`src/common/erm_cfg.svh`:
```
// Purpose: offsets, field positions, reset values for the event request and mask block
// Assumes: byte addresses on both register ports, 12 bits wide
// Notes: definitions only
`ifndef ERM_CFG_SVH
`define ERM_CFG_SVH

// own registers
`define ERM_NET_MASK_OFS 12'h200
`define ERM_APP_MASK_OFS 12'h204
`define ERM_NET_REQ_OFS 12'h210
`define ERM_APP_REQ_OFS 12'h220

// source registers whose access clears a flag
`define ERM_LINK_STAT_LO 12'h110
`define ERM_LINK_STAT_HI 12'h111
`define ERM_APP_CTRL_LO 12'h120
`define ERM_APP_CTRL_HI 12'h121
`define ERM_APP_STAT_LO 12'h130
`define ERM_APP_STAT_HI 12'h131
`define ERM_EEP_CMD_LO 12'h502
`define ERM_EEP_CMD_HI 12'h503
`define ERM_WD_STAT_LO 12'h440
`define ERM_WD_STAT_HI 12'h441
`define ERM_SECOND_SYNC_PULSE_STAT 12'h98e
`define ERM_SYNC2_STAT 12'h98f
`define ERM_LATCH_STAT_LO 12'h9ae
`define ERM_LATCH_STAT_HI 12'h9af
`define ERM_CHAN_BASE_HI 5'h10
`define ERM_CHAN_ACT_OFS 3'h6

// net event request fields
`define ERM_NB_LATCH 0
`define ERM_NB_LINK 2
`define ERM_NB_APPST 3
`define ERM_NB_CHAN 4

// app event request fields
`define ERM_AB_CTRL 0
`define ERM_AB_LATCH 1
`define ERM_AB_SECOND_SYNC_PULSE 2
`define ERM_AB_SYNC2 3
`define ERM_AB_ACT 4
`define ERM_AB_EEP 5
`define ERM_AB_WD 6
`define ERM_AB_CHAN 8

// configuration bit positions
`define ERM_EMUL_BIT 8
`define ERM_SECOND_SYNC_PULSE_MAP_BIT 3
`define ERM_SYNC2_MAP_BIT 7

// reset values
`define ERM_APP_MASK_RST 32'h0000_0000
`define ERM_NET_MASK_RST 16'h0000

`endif

```
`src/common/erm_pkg.sv`:
```
// Purpose: shared types of the event request and mask block
// Assumes: nothing beyond the cfg header
// Notes: widths fixed at the documented values
package erm_pkg;
  typedef logic [11:0] erm_addr_t;
  typedef logic [31:0] erm_word_t;
  typedef logic [15:0] erm_half_t;
  typedef logic [3:0] erm_be_t;
endpackage

```
`src/erm_top.sv`:
```
// Purpose: event request registers, masks and local interrupt line
// Assumes: sources run on clk_sys; latch pins are asynchronous
// Notes: read data appears one cycle after the read strobe
// Contract
// - 32-bit app mask routes each app request bit to the interrupt line.
// - app mask written only by local host port; network side reads it.
// - net bit 0 sets on latch input change while latch is not locally controlled, clears on network latch-time read.
// - net bit 2 sets on link-layer status change, clears on network read.
// - net bit 3 sets on app-layer status change, clears on network read.
// - net bits 11:4 mirror pending events of buffer channels 0 to 7.
// - net bits 1 and 15:12 read zero; register read-only from local port.
// - app bit 0 sets on network control write, clears on local control read.
// - control write event only while local host emulation bit is zero.
// - app bit 1 flags latch change when latch is locally controlled.
// - app bit 2 follows first sync when config bit 3 set; cleared by read.
// - app bit 3 follows second sync when config bit 7 set; cleared by read.
// - app bit 4 sets on channel activation change, clears on local read.
// - app bit 5 flags pending EEPROM command until local acknowledge.
// - app bit 6 sets on watchdog expiry, clears on local status read.
// - app bits 23:8 flag interrupts of buffer channels 0 to 15.
// - app bits 7 and 31:24 read zero; register read-only on both sides.
// - 16-bit net mask selects net request bits for the frame event field.
// - sync states drive app bits 2 and 3 only when enabled.
`timescale 1ns/1ps
`include "erm_cfg.svh"

module erm_top
  import erm_pkg::*;
(
  // clock and reset
  input wire logic clk_sys,
  input wire logic rst_b,
  // network side register access
  input wire erm_addr_t ns_addr,
  input wire logic ns_rd,
  input wire logic ns_wr,
  input wire erm_be_t ns_be,
  input wire erm_word_t ns_wdata,
  output erm_word_t ns_rdata,
  // local host port register access
  input wire erm_addr_t lh_addr,
  input wire logic lh_rd,
  input wire logic lh_wr,
  input wire erm_be_t lh_be,
  input wire erm_word_t lh_wdata,
  output erm_word_t lh_rdata,
  // configuration from neighbouring units
  input wire erm_half_t local_port_ctrl,
  input wire logic [7:0] sync_latch_cfg,
  input wire logic latch_local_ctrl,
  // latch pins, asynchronous
  input wire logic [1:0] latch_pin,
  // event sources on clk_sys
  input wire logic link_status_chg,
  input wire logic app_status_chg,
  input wire logic first_sync_state,
  input wire logic second_sync_state,
  input wire logic chan_act_chg,
  input wire logic eeprom_cmd_pending,
  input wire logic pd_wd_expired,
  input wire logic [7:0] chan_event_pending,
  input wire erm_half_t chan_irq_pending,
  // outputs
  output erm_half_t net_event_field,
  output logic local_irq
);

  ////////////////////////////////////////////////////////////////////////////
  // helpers

  function automatic logic in_range(input erm_addr_t a, input erm_addr_t lo,
                                    input erm_addr_t hi);
    in_range = (a >= lo) && (a <= hi);
  endfunction

  function automatic logic word_hit(input erm_addr_t a, input erm_addr_t ofs);
    word_hit = (a[11:2] == ofs[11:2]);
  endfunction

  function automatic erm_word_t be_merge(input erm_word_t old, input erm_word_t wd,
                                         input erm_be_t be);
    be_merge = old;
    for (int i = 0; i < 4; i++) begin
      if (be[i]) begin
        be_merge[i*8 +: 8] = wd[i*8 +: 8];
      end
    end
  endfunction

  ////////////////////////////////////////////////////////////////////////////
  // latch pin synchroniser and change detect

  logic [1:0] latch_s1_r;
  logic [1:0] latch_s2_r;
  logic [1:0] latch_s3_r;
  logic latch_chg;

  always_ff @(posedge clk_sys or negedge rst_b) begin
    if (!rst_b) begin
      latch_s1_r <= 2'h0;
      latch_s2_r <= 2'h0;
      latch_s3_r <= 2'h0;
    end else begin
      latch_s1_r <= latch_pin;
      latch_s2_r <= latch_s1_r;
      latch_s3_r <= latch_s2_r;
    end
  end

  // only the second and third stages feed logic
  assign latch_chg = |(latch_s2_r ^ latch_s3_r);

  ////////////////////////////////////////////////////////////////////////////
  // access decode

  logic ns_rd_latch;
  logic ns_rd_link;
  logic ns_rd_appst;
  logic ns_wr_ctrl;
  logic lh_rd_ctrl;
  logic lh_rd_latch;
  logic lh_rd_second_sync_pulse;
  logic lh_rd_sync2;
  logic lh_rd_act;
  logic lh_wr_eep;
  logic lh_rd_wd;

  assign ns_rd_latch = ns_rd && in_range(ns_addr, `ERM_LATCH_STAT_LO, `ERM_LATCH_STAT_HI);
  assign ns_rd_link = ns_rd && in_range(ns_addr, `ERM_LINK_STAT_LO, `ERM_LINK_STAT_HI);
  assign ns_rd_appst = ns_rd && in_range(ns_addr, `ERM_APP_STAT_LO, `ERM_APP_STAT_HI);
  assign ns_wr_ctrl = ns_wr && in_range(ns_addr, `ERM_APP_CTRL_LO, `ERM_APP_CTRL_HI);
  assign lh_rd_ctrl = lh_rd && in_range(lh_addr, `ERM_APP_CTRL_LO, `ERM_APP_CTRL_HI);
  assign lh_rd_latch = lh_rd && in_range(lh_addr, `ERM_LATCH_STAT_LO, `ERM_LATCH_STAT_HI);
  assign lh_rd_second_sync_pulse = lh_rd && (lh_addr == `ERM_SECOND_SYNC_PULSE_STAT);
  assign lh_rd_sync2 = lh_rd && (lh_addr == `ERM_SYNC2_STAT);
  // activation byte of every channel, 8 bytes apart from 0x800
  assign lh_rd_act = lh_rd && (lh_addr[11:7] == `ERM_CHAN_BASE_HI)
                     && (lh_addr[2:0] == `ERM_CHAN_ACT_OFS);
  assign lh_wr_eep = lh_wr && in_range(lh_addr, `ERM_EEP_CMD_LO, `ERM_EEP_CMD_HI);
  assign lh_rd_wd = lh_rd && in_range(lh_addr, `ERM_WD_STAT_LO, `ERM_WD_STAT_HI);

  ////////////////////////////////////////////////////////////////////////////
  // mask registers

  erm_word_t app_event_mask_r;
  erm_half_t net_event_mask_r;

  // only the local port writes the app mask; network writes there are dropped
  always_ff @(posedge clk_sys or negedge rst_b) begin
    if (!rst_b) begin
      app_event_mask_r <= `ERM_APP_MASK_RST;
    end else if (lh_wr && word_hit(lh_addr, `ERM_APP_MASK_OFS)) begin
      app_event_mask_r <= be_merge(app_event_mask_r, lh_wdata, lh_be);
    end
  end

  // the net mask is the mirror case: network writes, local port reads
  always_ff @(posedge clk_sys or negedge rst_b) begin
    if (!rst_b) begin
      net_event_mask_r <= `ERM_NET_MASK_RST;
    end else if (ns_wr && word_hit(ns_addr, `ERM_NET_MASK_OFS)) begin
      net_event_mask_r <= erm_half_t'(be_merge({16'h0000, net_event_mask_r}, ns_wdata, ns_be));
    end
  end

  ////////////////////////////////////////////////////////////////////////////
  // network event request flags; set wins over a clear in the same cycle

  logic net_latch_r;
  logic net_link_r;
  logic net_appst_r;
  erm_half_t net_event_request;

  always_ff @(posedge clk_sys or negedge rst_b) begin
    if (!rst_b) begin
      net_latch_r <= 1'b0;
    end else if (latch_chg && !latch_local_ctrl) begin
      net_latch_r <= 1'b1;
    end else if (ns_rd_latch) begin
      net_latch_r <= 1'b0;
    end
  end

  always_ff @(posedge clk_sys or negedge rst_b) begin
    if (!rst_b) begin
      net_link_r <= 1'b0;
    end else if (link_status_chg) begin
      net_link_r <= 1'b1;
    end else if (ns_rd_link) begin
      net_link_r <= 1'b0;
    end
  end

  always_ff @(posedge clk_sys or negedge rst_b) begin
    if (!rst_b) begin
      net_appst_r <= 1'b0;
    end else if (app_status_chg) begin
      net_appst_r <= 1'b1;
    end else if (ns_rd_appst) begin
      net_appst_r <= 1'b0;
    end
  end

  always_comb begin
    net_event_request = 16'h0000;
    net_event_request[`ERM_NB_LATCH] = net_latch_r;
    net_event_request[`ERM_NB_LINK] = net_link_r;
    net_event_request[`ERM_NB_APPST] = net_appst_r;
    net_event_request[`ERM_NB_CHAN +: 8] = chan_event_pending;
  end

  ////////////////////////////////////////////////////////////////////////////
  // application event request flags

  logic app_ctrl_r;
  logic app_latch_r;
  logic app_second_sync_pulse_r;
  logic app_sync2_r;
  logic app_act_r;
  logic app_eep_r;
  logic eep_pend_d_r;
  logic app_wd_r;
  erm_word_t app_event_request;

  // emulation mode loops the control register to status, so no event then
  always_ff @(posedge clk_sys or negedge rst_b) begin
    if (!rst_b) begin
      app_ctrl_r <= 1'b0;
    end else if (ns_wr_ctrl && !local_port_ctrl[`ERM_EMUL_BIT]) begin
      app_ctrl_r <= 1'b1;
    end else if (lh_rd_ctrl) begin
      app_ctrl_r <= 1'b0;
    end
  end

  always_ff @(posedge clk_sys or negedge rst_b) begin
    if (!rst_b) begin
      app_latch_r <= 1'b0;
    end else if (latch_chg && latch_local_ctrl) begin
      app_latch_r <= 1'b1;
    end else if (lh_rd_latch) begin
      app_latch_r <= 1'b0;
    end
  end

  // sync flags are sticky: a short pulse is not lost before the host reads
  always_ff @(posedge clk_sys or negedge rst_b) begin
    if (!rst_b) begin
      app_second_sync_pulse_r <= 1'b0;
    end else if (first_sync_state && sync_latch_cfg[`ERM_SECOND_SYNC_PULSE_MAP_BIT]) begin
      app_second_sync_pulse_r <= 1'b1;
    end else if (lh_rd_second_sync_pulse) begin
      app_second_sync_pulse_r <= 1'b0;
    end
  end

  always_ff @(posedge clk_sys or negedge rst_b) begin
    if (!rst_b) begin
      app_sync2_r <= 1'b0;
    end else if (second_sync_state && sync_latch_cfg[`ERM_SYNC2_MAP_BIT]) begin
      app_sync2_r <= 1'b1;
    end else if (lh_rd_sync2) begin
      app_sync2_r <= 1'b0;
    end
  end

  always_ff @(posedge clk_sys or negedge rst_b) begin
    if (!rst_b) begin
      app_act_r <= 1'b0;
    end else if (chan_act_chg) begin
      app_act_r <= 1'b1;
    end else if (lh_rd_act) begin
      app_act_r <= 1'b0;
    end
  end

  // a new command is its rising edge; a level would re-set after the ack
  always_ff @(posedge clk_sys or negedge rst_b) begin
    if (!rst_b) begin
      eep_pend_d_r <= 1'b0;
      app_eep_r <= 1'b0;
    end else begin
      eep_pend_d_r <= eeprom_cmd_pending;
      if (eeprom_cmd_pending && !eep_pend_d_r) begin
        app_eep_r <= 1'b1;
      end else if (lh_wr_eep) begin
        app_eep_r <= 1'b0;
      end
    end
  end

  always_ff @(posedge clk_sys or negedge rst_b) begin
    if (!rst_b) begin
      app_wd_r <= 1'b0;
    end else if (pd_wd_expired) begin
      app_wd_r <= 1'b1;
    end else if (lh_rd_wd) begin
      app_wd_r <= 1'b0;
    end
  end

  always_comb begin
    app_event_request = 32'h0000_0000;
    app_event_request[`ERM_AB_CTRL] = app_ctrl_r;
    app_event_request[`ERM_AB_LATCH] = app_latch_r;
    app_event_request[`ERM_AB_SECOND_SYNC_PULSE] = app_second_sync_pulse_r;
    app_event_request[`ERM_AB_SYNC2] = app_sync2_r;
    app_event_request[`ERM_AB_ACT] = app_act_r;
    app_event_request[`ERM_AB_EEP] = app_eep_r;
    app_event_request[`ERM_AB_WD] = app_wd_r;
    app_event_request[`ERM_AB_CHAN +: 16] = chan_irq_pending;
  end

  ////////////////////////////////////////////////////////////////////////////
  // outputs

  // one cycle behind the flags, in exchange for a glitch-free line
  always_ff @(posedge clk_sys or negedge rst_b) begin
    if (!rst_b) begin
      local_irq <= 1'b0;
    end else begin
      local_irq <= |(app_event_request & app_event_mask_r);
    end
  end

  always_ff @(posedge clk_sys or negedge rst_b) begin
    if (!rst_b) begin
      net_event_field <= 16'h0000;
    end else begin
      net_event_field <= net_event_request & net_event_mask_r;
    end
  end

  ////////////////////////////////////////////////////////////////////////////
  // read data; request registers ignore writes from either side

  // both ports see the same map, so one decoder serves them
  function automatic erm_word_t reg_read(input erm_addr_t a);
    if (word_hit(a, `ERM_NET_MASK_OFS)) begin
      reg_read = {16'h0000, net_event_mask_r};
    end else if (word_hit(a, `ERM_APP_MASK_OFS)) begin
      reg_read = app_event_mask_r;
    end else if (word_hit(a, `ERM_NET_REQ_OFS)) begin
      reg_read = {16'h0000, net_event_request};
    end else if (word_hit(a, `ERM_APP_REQ_OFS)) begin
      reg_read = app_event_request;
    end else begin
      reg_read = 32'h0000_0000;
    end
  endfunction

  always_ff @(posedge clk_sys or negedge rst_b) begin
    if (!rst_b) begin
      ns_rdata <= 32'h0000_0000;
    end else if (ns_rd) begin
      ns_rdata <= reg_read(ns_addr);
    end
  end

  always_ff @(posedge clk_sys or negedge rst_b) begin
    if (!rst_b) begin
      lh_rdata <= 32'h0000_0000;
    end else if (lh_rd) begin
      lh_rdata <= reg_read(lh_addr);
    end
  end

endmodule

```
`config.mk`:
```
export PLATFORM = sky130hd
export DESIGN_NAME = erm_top
export DESIGN_NICKNAME = d
export VERILOG_FILES = /design/src/common/erm_pkg.sv /design/src/erm_top.sv
export VERILOG_INCLUDE_DIRS = /design/src /design/src/common
export SDC_FILE = /design/constraint.sdc
export NUM_CORES = 1
export LEC_CHECK = 0
export BUFFER_PORTS_ARGS = -buffer_cell sky130_fd_sc_hd__buf_2
export CORE_ASPECT_RATIO = 1.4
export CORE_UTILIZATION = 35
export CTS_BUF_LIST = sky130_fd_sc_hd__clkbuf_4 sky130_fd_sc_hd__clkbuf_8
export DETAILED_ROUTE_END_ITERATION = 7
export PLACE_DENSITY = 0.59
export SLEW_MARGIN = 20
export SYNTH_ARGS = -nofsm -noshare
export SYNTH_HDL_FRONTEND = slang
export SYNTH_SLANG_ARGS = --single-unit
```
`constraint.sdc`:
```
create_clock -name clk_sys -period 3.4 [get_ports clk_sys]
set_clock_uncertainty 0.2 [all_clocks]
set_input_delay 0.68 -clock clk_sys [delete_from_list [all_inputs] [get_ports clk_sys]]
set_output_delay 0.68 -clock clk_sys [all_outputs]
set_load 0.03 [all_outputs]
```
---- After elaboration in Yosys (flattened, before gate mapping) ----
Index checks and enable logic that the tools add are counted.
storage, ports and cells
  register bits ........................... 146
  output and inout bits ................... 81
operators by class
  magnitude comparators ................... 16
  equal/unequal tests ..................... 12
  multiplexer cells ....................... 28
  bitwise logic cells ..................... 3
  reductions and logical operators ........ 49
operators by type and width
  cell                                                                      count
  32-bit 2-to-1 mux                                                         4
  24-bit 2-to-1 mux                                                         4
  10-bit by 8-bit equality test with 1-bit output (second input constant)   8
  12-bit by 9-bit >= comparator with 1-bit output (second input constant)   4
  12-bit by 9-bit <= comparator with 1-bit output (second input constant)   4
  24-bit by 32-bit AND with 32-bit output                                   1
  32-bit OR reduction                                                       1
  1-bit logical AND                                                         28
  12-bit equality test (second input constant)                              2
  12-bit by 11-bit >= comparator with 1-bit output (second input constant)  2
  12-bit >= comparator (second input constant)                              2
  12-bit by 11-bit <= comparator with 1-bit output (second input constant)  2
  12-bit <= comparator (second input constant)                              2
  1-bit 2-to-1 mux                                                          20
  2-bit nonzero test                                                        10
  12-bit by 16-bit AND with 16-bit output                                   1
  2-bit AND reduction                                                       6
  5-bit equality test (second input constant)                               1
  3-bit equality test (second input constant)                               1
  1-bit zero test                                                           3
  2-bit OR reduction                                                        1
  2-bit XOR                                                                 1

---- Logic depth before layout (Yosys ltp) ----
  depth in word-level cells ............... 5
  depth in mapped cells ................... 7
  gate-level depth less buffers ........... 4

---- Least setup slack after synthesis ----
Ideal clock, no wire load.
  path kind ............................... input-to-reg
  start point ............................. input ns_addr[6]
  end point ............................... register ns_rdata[12]
  library setup time ...................... 0.123 ns
  arrival time ............................ 2.158 ns
  data required time ...................... 3.077 ns
  path slack .............................. 0.919 ns
  cell stages on the path ................. 6
  cell sequence ........................... or4b_1 buf_2 or4_1 buf_2 o221ai_1 o2bb2ai_1
on the way
  word-level cells in the longest chain between the ends .. 5
  elaborated cells on any way between the ends .. 8
  those cells by class .................... eq/ne: 4; mux: 4
ends and longest elaborated chain
  element                                          line            source
  from (decl)                                      erm_top.sv:34   input wire erm_addr_t ns_addr,
  10-bit by 8-bit equality test with 1-bit output  erm_top.sv:77   word_hit = (a[11:2] == ofs[11:2]);
  24-bit 2-to-1 mux                                erm_top.sv:345  end else if (word_hit(a, `ERM_APP_REQ_OFS)) begin
  24-bit 2-to-1 mux                                erm_top.sv:343  end else if (word_hit(a, `ERM_NET_REQ_OFS)) begin
  32-bit 2-to-1 mux                                erm_top.sv:341  end else if (word_hit(a, `ERM_APP_MASK_OFS)) begin
  32-bit 2-to-1 mux (*)                            erm_top.sv:339  if (word_hit(a, `ERM_NET_MASK_OFS)) begin
  to (signal assigned)                             erm_top.sv:356  ns_rdata <= reg_read(ns_addr);
  to (decl)                                        erm_top.sv:39   output erm_word_t ns_rdata,
Mark *: on every way between the ends. The rest lies on a longest branch, timed or not.
A chain may end at the register's enable or synchronous reset.

---- Worst setup path in the final report ----
  start point ............................. input ns_addr[6]
  end point ............................... register ns_rdata[14]
Same word-level chain as after synthesis.

==> impl_metrics.env <==
export IMPL_setup_tns_final_ns=0
export IMPL_reg2reg_depth=4
export IMPL_ys_seq_elements=141
export IMPL_h_tree_depth=4
export IMPL_path_clk_slew_ns=0.08
export IMPL_sw_frac_of_total=0.249
export IMPL_hold_violations=0
export IMPL_clock_sinks=141
export IMPL_overflow=0
export IMPL_dp_slack_ns=0.426
export IMPL_worstSetupPathType="primary input to register"
export IMPL_setup_slack_ns=0.835
export IMPL_dieArea_mm2=0.0195
export IMPL_internal_power_mw=2.54
export IMPL_ant_nets=0
export IMPL_p_leak_nw=4.25
export IMPL_cts_hold_buffers_added=0
export IMPL_io_buffer_count=196
export IMPL_cts_resized=0
export IMPL_ys_warn_count=0
export IMPL_slew_violations=0
export IMPL_powerDensity_mw_per_mm2=408
export IMPL_cts_buffers=17
export IMPL_drv_cap=0
export IMPL_synth_top_area_share=0.531
export IMPL_place_congestion=0.851
export IMPL_hpwl_mm=16.0
export IMPL_rsz0062_at_grt="no"
export IMPL_ys_top_cells_by_area="dfrtp_1, mux2_2, nor4bb_1, a22oi_1, a22o_1"
export IMPL_grt_busiest_layer="met2"
export IMPL_synth_avg_cell_area_um2=11.9
export IMPL_synth_most_common_cell="dfrtp_1"
export IMPL_synth_edf_count=0
export IMPL_critPathCaptureType="register"
export IMPL_grt_pass1_wl_mm=32.1
export IMPL_fin_cells=1014
export IMPL_status="completed"
export IMPL_synth_top_area_cell="dfrtp_1"
export IMPL_fmax_mhz=390
export IMPL_area_delta_synth_final_pct=25.2
export IMPL_p_comb_frac=0.084
export IMPL_p_clk_frac=0.416
export IMPL_clockBufferDepth=2
export IMPL_drt_wl_total_mm=21.4
export IMPL_synth_async_reset_ratio=1.00
export IMPL_grt_max_degree=80
export IMPL_yosysUniqueCellTypes=58
export IMPL_crit_path_start_kind="primary input"
export IMPL_root_buffer="clkbuf_8"
export IMPL_insertedDiodeCount=0
export IMPL_period_minus_slack_ns=2.56
export IMPL_syn_area_mm2=0.00664
export IMPL_nFillCells=1785
export IMPL_cts_setup_buffers=0
export IMPL_ir_drop_uv=195
export IMPL_drtIter0Drc=279
export IMPL_fin_hold_ws_ns=0.0727
export IMPL_clock_latency_ns=0.45
export IMPL_drive_gt1_frac=0.388
export IMPL_initial_core_util=0.357
export IMPL_pin_count=241
export IMPL_die_h_um=165
export IMPL_critPathArrivalTime_ns=2.73
export IMPL_cts_tree="done"
export IMPL_rows=59
export IMPL_met2_usage=0.391
export IMPL_grt_usage=0.221
export IMPL_core_mm2=0.0186
export IMPL_relSlewSlack=0.510
export IMPL_period_share=0.754
export IMPL_finalSetupViolCount=0
export IMPL_wl_per_cell_um=21.1
export IMPL_worstPathMaxFanout=11
export IMPL_grt_pass1_vias=5643
export IMPL_via_per_inst=5.55
export IMPL_place_inst=985
export IMPL_antenna_found_initial=0
export IMPL_die_x_um=118
export IMPL_vias=5626
export IMPL_synth_cells=559
export IMPL_worst_slew_pin_slew_ns=0.736
export IMPL_nets=920
export IMPL_first_pass_iters=5
export IMPL_synth_common_cells="dfrtp_1, mux2_2, a22oi_1, nor4bb_1, nor2_1"
export IMPL_met3_usage=0.0535
export IMPL_grtUsageMet1=0.253
export IMPL_drc_errors=0
export IMPL_hp_class="primary input to asynchronous set/reset pin"
export IMPL_pwr_share_seq=0.501
export IMPL_cp_required_ns=3.57
export IMPL_p_switching_mw=0.846
export IMPL_yosysSeqAreaShare=0.531
export IMPL_synth_ff_type="dfrtp_1"
## placed cells by master, fill, tap and decap left out, drive strengths merged, types with 4 or more instances in the layout
master / count
dfrtp: 141
o2bb2ai: 6
nand2b: 11
mux2i: 10
clkinv: 6
and3: 12
nor3: 19
o21ai: 16
inv: 17
o32ai: 6
a211oi: 10
nand4: 7
mux2: 48
o221ai: 5
buf: 213
nand3: 6
a22o: 19
and2: 12
nor2b: 19
nor4: 6
nor2: 20
a221o: 16
clkbuf: 19
a211o: 12
nand2: 19
o41ai: 4
conb: 5
nor4bb: 21
a2bb2oi: 8
a22oi: 24
## path summary, 6_finish.rpt
kind                                from            end  slack (ns)
setup / recovery              ns_addr[6]   ns_rdata[14]        0.84
hold / removal                     rst_b   ns_rdata[25]        0.07
setup reg to reg              net_link_r    ns_rdata[2]        1.84
hold reg to reg            latch_s1_r[1]  latch_s2_r[1]        0.15
max in group asynchronous          rst_b    ns_rdata[5]        2.12
min in group clk_sys        latch_pin[0]  latch_s1_r[0]        0.13
## state kept, by name, indices dropped and copies added, names as in the netlist, 2 cells and up
| register | count |
|---|---|
| latch_s2_r | 2 |
| net_event_field | 11 |
| latch_s3_r | 2 |
| lh_rdata | 32 |
| net_event_mask_r | 16 |
| latch_s1_r | 2 |
| app_event_mask_r | 32 |
| ns_rdata | 32 |
## logic make-up (layout without fill, tap and decap cells)
logic type,Yosys count,after routing,share of synthesized area
buf+inv,53,260,0.0364
flops,141,141,0.531
other cells,1,5,0.000565
simple gates,169,169,0.165
mux,58,58,0.0964
xor+xnor,2,2,0.00264
compound gates,135,135,0.167
## worst max-delay path, cell delays in order
cell and delay [ns]:
buf_2 0.11, or4b_1 0.72, or3_1 0.61, or2_1 0.39, o2bb2ai_1 0.21
## power groups by stage
stage          registers, mW  clock network (mW)  logic, mW
3_5_place_dp            1.73                   0      0.284
4_1_cts                 1.70                1.43      0.285
6_report                1.70                1.41      0.284
3_3_place_gp            1.73                   0      0.278
2_1_floorplan           1.74                   0      0.108
5_1_grt                 1.70                1.51      0.307
## final cells by class
type | instances | area [um2] | area share
flip-flops and latches | 141 | 3530 | 0.424
multi-input cells | 369 | 2890 | 0.347
repair buffers | 213 | 1130 | 0.136
well taps | 244 | 305 | 0.0367
clock buffers | 19 | 262 | 0.0314
clock inverters | 10 | 141 | 0.0170
inverters | 18 | 67.6 | 0.00812
## through the flow
| stage | instance area, um2 | utilization | power, mW |
|---|---|---|---|
| global route | 8320 | 0.447 | 3.51 |
| finish | 8320 | 0.447 | 3.39 |
| global placement | 7920 | 0.426 | 2.01 |
| detailed placement | 7920 | 0.426 | 2.01 |
| CTS | 8320 | 0.447 | 3.41 |
| floorplan | 6660 | - | 1.84 |
## per-layer routing
layer	routed length (um)	vias to the layer above
met4	681	0
met1	8560	2823
met3	1210	42
li1	-	2526
met2	11000	235
met5	0	-
(Power assumes the default switching activity.)
